**config.mk**
```make
export PLATFORM = sky130hd
export DESIGN_NAME = ipcw_top
export DESIGN_NICKNAME = d
export VERILOG_FILES = /design/src/ipcw_pkg.sv /design/src/ipcw_pin_drive.sv /design/src/ipcw_top.sv
export VERILOG_INCLUDE_DIRS = /design/src
export SDC_FILE = /design/constraint.sdc
export NUM_CORES = 1
export LEC_CHECK = 0
export BUFFER_PORTS_ARGS = -buffer_cell sky130_fd_sc_hd__buf_4
export CELL_PAD_IN_SITES_DETAIL_PLACEMENT = 1
export CELL_PAD_IN_SITES_GLOBAL_PLACEMENT = 1
export CORE_UTILIZATION = 38
export CTS_BUF_LIST = sky130_fd_sc_hd__clkbuf_8
export DETAILED_ROUTE_END_ITERATION = 12
export PLACE_DENSITY_LB_ADDON = 0.1
export REMOVE_ABC_BUFFERS = 1
export SKIP_LAST_GASP = 1
export SYNTH_ARGS = -nofsm -noshare
export SYNTH_HDL_FRONTEND = slang
export SYNTH_SLANG_ARGS = --single-unit
```
**constraint.sdc**
```tcl
create_clock -name CLK_IN -period 4.55 [get_ports CLK_IN]
set_input_delay 0.91 -clock CLK_IN [delete_from_list [all_inputs] [get_ports CLK_IN]]
set_output_delay 0.91 -clock CLK_IN [all_outputs]
set_load 0.05 [all_outputs]
```
**src/ipcw_regs.svh**
```systemverilog
// Register offsets, field positions, reset values and key codes
// for the interrupt pin configuration and write lock block.
// Assumes inclusion by the design modules only.
`ifndef IPCW_REGS_SVH
`define IPCW_REGS_SVH

// Register indices; the APB byte address is the index times four
`define IPCW_IDX_INT_CFG 8'h7D
`define IPCW_IDX_PROT_KEY 8'h7E
`define IPCW_IDX_SCRATCH 8'h7F
`define IPCW_IDX_IRQ_STAT 8'h80
`define IPCW_IDX_IRQ_MASK 8'h81
`define IPCW_IDX_PIN_STAT 8'h82

// Fields of interrupt_output_config
`define IPCW_BIT_POLARITY 0
`define IPCW_BIT_TRISTATE 1
`define IPCW_BIT_GPO_SEL 2

// Reset values
`define IPCW_RST_INT_CFG 8'h02
`define IPCW_RST_PROT_KEY 8'h85
`define IPCW_RST_SCRATCH 8'h00
`define IPCW_RST_IRQ_MASK 2'h0

// Key codes
`define IPCW_KEY_FULL 8'h85
`define IPCW_KEY_SINGLE 8'h86

// Status bit positions
`define IPCW_STAT_BLOCKED 0
`define IPCW_STAT_SRC 1

`endif

```
**src/ipcw_pkg.sv**
```systemverilog
// Types shared by the interrupt pin configuration and write lock block.
// Assumes nothing beyond the register header.
package ipcw_pkg;
  typedef enum logic [1:0] {
    IPCW_LOCKED = 2'b00,
    IPCW_OPEN = 2'b01,
    IPCW_ONE_SHOT = 2'b10
  } ipcw_lock_mode_t;
endpackage : ipcw_pkg

```
**src/ipcw_pin_drive.sv**
```systemverilog
// Interrupt pin driver: active level, general output use and tristate.
// Assumes a single clock; all outputs are registered.
`timescale 1ns/1ps
`include "ipcw_regs.svh"

module ipcw_pin_drive
  import ipcw_pkg::*;
(
  input wire logic clk_in,
  input wire logic rst_in,
  input wire logic [7:0] cfg_in,
  input wire logic irq_in,
  output logic pin_o_out,
  output logic pin_oe_out,
  output logic pin_active_out
);
  logic polarity;
  logic tristate;
  logic gpo_sel;
  logic active;
  logic level_d;
  logic oe_d;

  assign polarity = cfg_in[`IPCW_BIT_POLARITY];
  assign tristate = cfg_in[`IPCW_BIT_TRISTATE];
  assign gpo_sel = cfg_in[`IPCW_BIT_GPO_SEL];
  assign active = gpo_sel ? 1'b1 : irq_in;
  assign level_d = gpo_sel ? polarity : (active ? polarity : ~polarity);
  assign oe_d = tristate ? active : 1'b1;

  always_ff @(posedge clk_in) begin
    if (rst_in) begin
      pin_o_out <= 1'b1;
      pin_oe_out <= 1'b0;
      pin_active_out <= 1'b0;
    end else begin
      pin_o_out <= level_d;
      pin_oe_out <= oe_d;
      pin_active_out <= active;
    end
  end
endmodule : ipcw_pin_drive

```
**src/ipcw_top.sv**
```systemverilog
// Interrupt pin configuration and register write lock behind an APB slave.
// Assumes one 25 MHz clock, synchronous active-high reset, APB master.
//
// Functional notes
// - Config bit 2 low: pin carries interrupt; high: pin drives active level.
// - Bit 1 low: pin always driven; high: driven only while active.
// - Config register resets to 0x02: interrupt use, tristate, active low.
// - Writes to config, scratch and mask need key 0x85 (any) or 0x86 (one).
// - Protection key resets to 0x85, so writes are accepted after reset.
`timescale 1ns/1ps
`include "ipcw_regs.svh"

module ipcw_top
  import ipcw_pkg::*;
(
  // Clock and reset
  input wire logic CLK_IN,
  input wire logic RST_IN,
  // APB slave
  input wire logic PSEL_IN,
  input wire logic PENABLE_IN,
  input wire logic PWRITE_IN,
  input wire logic [11:0] PADDR_IN,
  input wire logic [31:0] PWDATA_IN,
  output logic [31:0] PRDATA_OUT,
  output logic PREADY_OUT,
  output logic PSLVERR_OUT,
  // Interrupt source from the timing core
  input wire logic IRQ_SRC_IN,
  // Interrupt pin, two signals
  output logic IRQ_PIN_O_OUT,
  output logic IRQ_PIN_OE_OUT,
  // Block interrupt
  output logic IRQ_OUT
);

  ////////////////////////////////////////////////////////////////////////
  // Registers
  logic [7:0] int_cfg_q;
  logic [7:0] int_cfg_d;
  logic [7:0] prot_key_q;
  logic [7:0] prot_key_d;
  logic [7:0] scratch_q;
  logic [7:0] scratch_d;
  logic [1:0] irq_stat_q;
  logic [1:0] irq_stat_d;
  logic [1:0] irq_mask_q;
  logic [1:0] irq_mask_d;
  logic src_q;
  logic [31:0] rdata_d;
  logic ready_d;
  logic slverr_d;
  logic irq_d;
  logic pin_active;

  ////////////////////////////////////////////////////////////////////////
  // Bus decode
  function automatic logic addr_is(input logic [11:0] addr, input logic [7:0] idx);
    addr_is = (addr == {2'h0, idx, 2'h0});
  endfunction : addr_is

  wire setup = PSEL_IN && !PENABLE_IN;
  // Answer one cycle after setup; access ends with PREADY high
  wire access = PSEL_IN && PENABLE_IN && PREADY_OUT;
  wire wr = access && PWRITE_IN;
  wire rd = access && !PWRITE_IN;
  wire hit_cfg = addr_is(PADDR_IN, `IPCW_IDX_INT_CFG);
  wire hit_key = addr_is(PADDR_IN, `IPCW_IDX_PROT_KEY);
  wire hit_scr = addr_is(PADDR_IN, `IPCW_IDX_SCRATCH);
  wire hit_stat = addr_is(PADDR_IN, `IPCW_IDX_IRQ_STAT);
  wire hit_mask = addr_is(PADDR_IN, `IPCW_IDX_IRQ_MASK);
  wire hit_pin = addr_is(PADDR_IN, `IPCW_IDX_PIN_STAT);
  wire hit_any = hit_cfg || hit_key || hit_scr || hit_stat || hit_mask || hit_pin;

  ////////////////////////////////////////////////////////////////////////
  // Write lock
  // decode of lock mode
  wire ipcw_lock_mode_t lock_mode = (prot_key_q == `IPCW_KEY_FULL) ? IPCW_OPEN :
                                    (prot_key_q == `IPCW_KEY_SINGLE) ? IPCW_ONE_SHOT :
                                    IPCW_LOCKED;
  wire unlocked = (lock_mode != IPCW_LOCKED);
  // Key and status registers are never locked, or software could not unlock
  wire lockable = hit_cfg || hit_scr || hit_mask;
  wire wr_ok = wr && lockable && unlocked;
  wire wr_blocked = wr && lockable && !unlocked;
  wire relock = wr_ok && (lock_mode == IPCW_ONE_SHOT);

  assign int_cfg_d = (wr_ok && hit_cfg) ? {5'h00, PWDATA_IN[2:0]} : int_cfg_q;
  assign scratch_d = (wr_ok && hit_scr) ? PWDATA_IN[7:0] : scratch_q;
  assign irq_mask_d = (wr_ok && hit_mask) ? PWDATA_IN[1:0] : irq_mask_q;
  // Relock writes zero, a protected code
  assign prot_key_d = (wr && hit_key) ? PWDATA_IN[7:0] :
                      relock ? 8'h00 : prot_key_q;

  ////////////////////////////////////////////////////////////////////////
  // Interrupt status: set wins over read-clear
  wire src_rise = IRQ_SRC_IN && !src_q;
  wire [1:0] ev = {src_rise, wr_blocked};
  wire [1:0] stat_clr = (rd && hit_stat) ? 2'h3 : 2'h0;
  assign irq_stat_d = (irq_stat_q & ~stat_clr) | ev;
  assign irq_d = |(irq_stat_d & irq_mask_d);

  ////////////////////////////////////////////////////////////////////////
  // Read data and answer
  wire [31:0] rd_mux = hit_cfg ? {24'h000000, int_cfg_q} :
                       hit_key ? {24'h000000, prot_key_q} :
                       hit_scr ? {24'h000000, scratch_q} :
                       hit_stat ? {30'h0, irq_stat_q} :
                       hit_mask ? {30'h0, irq_mask_q} :
                       hit_pin ? {29'h0, pin_active, unlocked, IRQ_SRC_IN} :
                       32'h00000000;
  assign ready_d = setup;
  assign rdata_d = (setup && !PWRITE_IN) ? rd_mux : 32'h00000000;
  assign slverr_d = setup && !hit_any;

  always_ff @(posedge CLK_IN) begin
    if (RST_IN) begin
      int_cfg_q <= `IPCW_RST_INT_CFG;
      prot_key_q <= `IPCW_RST_PROT_KEY;
      scratch_q <= `IPCW_RST_SCRATCH;
      irq_mask_q <= `IPCW_RST_IRQ_MASK;
      irq_stat_q <= 2'h0;
      src_q <= 1'b0;
      PRDATA_OUT <= 32'h00000000;
      PREADY_OUT <= 1'b0;
      PSLVERR_OUT <= 1'b0;
      IRQ_OUT <= 1'b0;
    end else begin
      int_cfg_q <= int_cfg_d;
      prot_key_q <= prot_key_d;
      scratch_q <= scratch_d;
      irq_mask_q <= irq_mask_d;
      irq_stat_q <= irq_stat_d;
      src_q <= IRQ_SRC_IN;
      PRDATA_OUT <= rdata_d;
      PREADY_OUT <= ready_d;
      PSLVERR_OUT <= slverr_d;
      IRQ_OUT <= irq_d;
    end
  end

  ////////////////////////////////////////////////////////////////////////
  // Pin driver
  // pin driven from config
  ipcw_pin_drive u_pin (
    .clk_in(CLK_IN),
    .rst_in(RST_IN),
    .cfg_in(int_cfg_q),
    .irq_in(IRQ_SRC_IN),
    .pin_o_out(IRQ_PIN_O_OUT),
    .pin_oe_out(IRQ_PIN_OE_OUT),
    .pin_active_out(pin_active)
  );

endmodule : ipcw_top

```
==> flow_summary.yaml, run 1 <==
place:
  port_buffers: 38
  placed_area_um2: 2200
  gp_congestion: 0.776
  post-dp-hpwl_um: 3540
critical_path:
  cp_data_required_time_ns: 4.72
  crit_arrival_ns: 2.88
  setup.worst_path.start_class: "input port"
  reg2reg_slack_ns: 2.17
  worst-r2r-cell-count: 5
  cp_max_fo: 11
  path_class: "input port to register"
  end_kind: "register"
route:
  drc: 0
  via_per_inst: 5.18
  num_vias: 1657
  ant_nets: 0
  wl_um: 4830
  drt_iter0_drc: 79
  wire_per_inst_um: 15.1
  firstDrtPassIters: 4
yosys:
  ys_warn_count: 0
  netlist_top_cells_area: "dfxtp_1 39%, buf_4 9.6%, mux2i_1 6.1%, nor2_1 5.2%, a21oi_1 3.8%"
  synth_top_family_by_area: "simple AND/OR/NAND/NOR gates"
  async_reset_ff_share_pct: 0
  yosys.area.top_type_share_pct: 38.9
  synthAdderAreaFrac_pct: 0
  netlist_area_um2: 1960
  synth_area_leader_cell: "dfxtp_1"
  syn_area_per_cell_um2: 9.06
  synth-xor-area-share_pct: 0.895
  syn_inst: 216
  synth_compound_area_share_pct: 16.6
  ys_seq_area_share_pct: 38.9
  netlist-cell-type-count: 48
  ys_ff_latch: 38
  synthSimpleGateAreaFrac_pct: 25.3
  muxShareOfSynthArea_pct: 6.14
  synth_edf_count: 0
  synth_flop_cell: "dfxtp_1"
run:
  maxCapViolCount: 0
global_route:
  grt_pass1_vias: 1515
  grtUsageTotal_pct: 19.0
  grt_max_degree: 29
  grt_pass1_wl_um: 7580
  antenna_found_initial: 0
  grt_overflow: 0
final_layout:
  fin_util_pct: 47.0
  fin_area_um2: 2280
  final_nets: 303
  area_delta_synth_final_pct: 16.5
  diodes: 0
  drive_gt1_share_pct: 24.1
cts:
  clock_path_buffers: 2
  clk_pin_slew_worst_paths_ns: 0.07
  ctsResizeCount: 0
  cts_setup_buffers: 0
  cts_hold_buf: 0
  cts.sinks: 38
  cts_inserted_buffers: 5
  cts_tree: "yes"
  clkLatencyLatePin_ns: 0.29
  clock-root-buffer: "clkbuf_8"
  htree_levels: 2
floorplanning:
  die_y_um: 73.8
  initial_core_util_pct: 40.4
  rows: 25
  die-area_um2: 5440
  io_pins: 87
  core_um2: 4850
  die_w_um: 73.8
min_path:
  whs_path_depth: 2
  hold_class: "register to register"
timing:
  slew_violations: 0
  slew_headroom_pct: 37.8
  max_freq_mhz: 369
  setup_tns_ns: 0
  rsz0062_at_grt: "no"
  skew_ns: 0.00649
  period_share_pct: 59.5
  worstMarginPinSlew_ns: 0.928
  layout_min_cycle_time_ns: 2.71
  setup_violations: 0
  hold_ws_ns: 0.490
  timing.final.hold_violations: 0
pwr:
  vdd_drop_max_mv: 0.149
  total_power_uw: 659
  p_per_area_nw_per_um2: 289
  p_leak_nw: 0.898
status:
  status: "finished clean"
## registers in the layout, indices dropped and copies added, names as in the netlist
register / flops
u_pin.pin_active_out: 1
u_pin.pin_o_out: 1
irq_stat_q: 2
PRDATA_OUT: 8
scratch_q: 8
src_q: 1
irq_mask_q: 2
PREADY_OUT: 1
u_pin.pin_oe_out: 1
prot_key_q: 8
IRQ_OUT: 1
PSLVERR_OUT: 1
int_cfg_q: 3
## cell usage in the layout (no fill, tap or decap), drive strengths merged, types with 2 or more instances in the layout
cell type	Yosys	final
a211oi	5	5
a21oi	15	15
a221oi	2	2
a22oi	6	6
a31oi	4	4
buf	29	38
clkbuf	2	5
conb	1	24
dfxtp	38	38
inv	6	7
mux2i	12	12
nand2	7	7
nand2b	4	4
nand3	7	7
nand4	2	2
nor2	28	28
nor2b	5	5
nor3	8	8
nor4b	3	3
o21ai	7	7
o22ai	3	3
or4b	4	4
## worst max-delay path: stages
cell and delay (ns):
buf_4 0.09, nand4_1 0.50, nand4b_4 0.43, nor3_4 0.62, mux2i_1 0.27, nor2_1 0.05
## cell families after synthesis
family | count (synthesis)
AO/OA/AOI/OAI | 49
XOR/XNOR | 2
buffers and inverters | 37
flip-flops | 38
multiplexers | 12
other | 1
AND/OR/NAND/NOR | 77
## final cells by class
| cell class | count | area, um2 |
|---|---|---|
| clock buffers | 5 | 68.8 |
| clock inverters | 2 | 11.3 |
| fillers | 593 | 2570 |
| inverters | 6 | 22.5 |
| multi-input cells | 164 | 1050 |
| flip-flops and latches | 38 | 761 |
| well taps | 67 | 83.8 |
| repair buffers | 38 | 285 |
## per-stage QoR
stage / cells / worst slack [ns]
finish: 320 / 1.84
global route: 320 / 1.74
CTS: 320 / 1.86
detailed placement: 313 / 1.58
global placement: 313 / 1.61
floorplan: 208 / 2.15
## synth_stat cells, types with 2 or more instances
master	instances
nor3_4	2
a221oi_1	2
nor2b_1	5
or4b_1	2
nor3_2	2
nand2b_1	4
mux2i_1	12
nand3_1	7
a31oi_1	4
nor4b_2	2
o22ai_1	2
buf_1	2
a21oi_1	15
nor3_1	4
o21ai_0	7
a22oi_1	6
nand2_1	7
nor2_1	27
buf_2	2
inv_1	6
dfxtp_1	38
buf_4	25
nand4_1	2
or4b_4	2
a211oi_1	5
clkbuf_1	2
## worst paths after layout
check                       to    startpoint
hold / removal    scratch_q[0]  scratch_q[0]
setup reg to reg  scratch_q[2]    PREADY_OUT
hold reg to reg   scratch_q[0]  scratch_q[0]
setup / recovery  scratch_q[2]     PWRITE_IN
## metal layers
metal	vias to the layer above	GRT usage [%]	part of all wire, %
met5	-	0	0
met4	0	5.98	1.6
met3	8	4.80	5.3
met2	58	32.1	46
met1	783	23.6	47
li1	808	-	-
## power breakdown
part	total [mW]	switching, mW	internal [mW]
registers	0.337	0.00121	0.336
logic	0.101	0.0762	0.0253
clock network	0.221	0.118	0.103
total	0.659	0.195	0.464
(Power assumes the default switching activity.)
==> run 2: changes to the inputs <==
Settings changed: CORE_UTILIZATION 38 to 35.
Clock period 4.55 ns to 2.6 ns, I/O delays scaled along.
==> flow_summary.yaml, run 2 (synthesized netlist as in run 1, its figures left out) <==
critical_path:
  cp_data_required_time_ns: 2.77
  reg2reg_slack_ns: 0.88
  end_kind: "register"
  crit_arrival_ns: 2.10
  setup.worst_path.start_class: "input port"
  cp_max_fo: 4
  worst-r2r-cell-count: 6
  path_class: "input port to register"
timing:
  setup_tns_ns: 0
  slew_violations: 0
  max_freq_mhz: 519
  rsz0062_at_grt: "no"
  setup_violations: 0
  skew_ns: 0.00353
  period_share_pct: 74.1
  timing.final.hold_violations: 0
  hold_ws_ns: 0.479
  layout_min_cycle_time_ns: 1.93
final_layout:
  fill_cells: 636
  layout_commonest_cell: "buf_4"
  seq_area_um2: 761
  layoutNonFillerInstCount: 329
  drive_gt1_share_pct: 26.3
  multi_input_area_um2: 1050
  diodes: 0
  area_delta_synth_final_pct: 19.4
  layout_common_cells: "43 x buf_4, 38 x dfxtp_1, 27 x nor2_1"
  reg_top3: "PRDATA_OUT (8), prot_key_q (8), scratch_q (8)"
  final_nets: 308
  fin_util_pct: 44.6
pwr:
  combPwrFrac_pct: 15.0
  vdd_drop_max_mv: 0.206
  swShare_pct: 29.2
  total_power_mw: 1.19
  p_sw_uw: 348
  p_leak_nw: 0.929
  clkPwrFrac_pct: 35.6
  p_int_uw: 846
  p_per_area_nw_per_um2: 511
  pwr-share-seq_pct: 49.4
floorplanning:
  die_y_um: 76.8
  initial_core_util_pct: 37.4
  core_um2: 5240
  io_pins: 87
  rows: 26
  die-area_um2: 5890
  die_w_um: 76.8
global_route:
  grt_pass1_vias: 1600
  antenna_found_initial: 0
  grt_overflow: 0
  grt_max_degree: 28
  grt_pass1_wl_um: 8020
  grtUsageTotal_pct: 17.5
route:
  wire_per_inst_um: 14.7
  ant_nets: 0
  drt_iter0_drc: 105
  wl_um: 4830
  drc: 0
  firstDrtPassIters: 4
  via_per_inst: 5.01
  num_vias: 1648
cts:
  cts.sinks: 38
  clkLatencyLatePin_ns: 0.29
  ctsResizeCount: 0
  clk_pin_slew_worst_paths_ns: 0.08
  cts_hold_buf: 0
  cts_tree: "yes"
  cts_setup_buffers: 0
  cts_inserted_buffers: 5
  clock-root-buffer: "clkbuf_8"
  htree_levels: 2
  clock_path_buffers: 2
run:
  maxCapViolCount: 0
status:
  status: "finished clean"
place:
  placed_cells: 321
  port_buffers: 38
  post-dp-hpwl_um: 3640
  gp_congestion: 0.796
min_path:
  hold_class: "input port to register"
  whs_path_depth: 3
[run 2: cell count changes in the layout (fill, tap and decap cells not counted)]
cell,before,now
buf_4,38,43
clkbuf_8,5,6
clkinv_2,0,1
inv_1,7,6
[run 2: stage by stage]
step	setup slack (ns)	instance area [um2]
after floorplan	0.442	1830
after global placement	0.373	2240
after detailed placement	0.369	2240
after CTS	0.673	2340
after global routing	0.608	2340
final	0.674	2340
[run 2: worst max-delay path, stage by stage]
cell	delay [ns]
buf_4	0.12
or4_4	0.53
or2_4	0.30
nor3_4	0.24
mux2i_1	0.27
o22ai_1	0.12
[run 2: final cells by class]
cell class | count | share of cell area [%]
tap | 70 | 3.75
sequential | 38 | 32.6
timing repair buffer | 43 | 13.8
clock buffer | 6 | 3.54
inverter | 6 | 0.964
multi-input combinational | 164 | 44.8
clock inverter | 2 | 0.536
[run 2: power groups by stage]
stage	Combinational (mW)	Sequential, mW	Clock (mW)
CTS	0.180	0.590	0.443
finish	0.179	0.590	0.425
global route	0.190	0.590	0.470
detailed placement	0.180	0.603	0
global placement	0.179	0.603	0
floorplan	0.103	0.613	0
[run 2: worst paths after layout]
check,start,endpoint
worst min-delay path,PWDATA_IN[7],prot_key_q[7]
worst max-delay path,PADDR_IN[5],IRQ_OUT
worst max register to register,prot_key_q[1],scratch_q[5]
worst min register to register,irq_stat_q[1],irq_stat_q[1]
[run 2: routing by layer]
metal	global-route usage [%]	vias up	routed length (um)
met5	0	-	0
met4	5.00	0	55
met3	3.93	5	188
met2	27.6	45	2260
met1	23.6	779	2320
li1	-	819	-
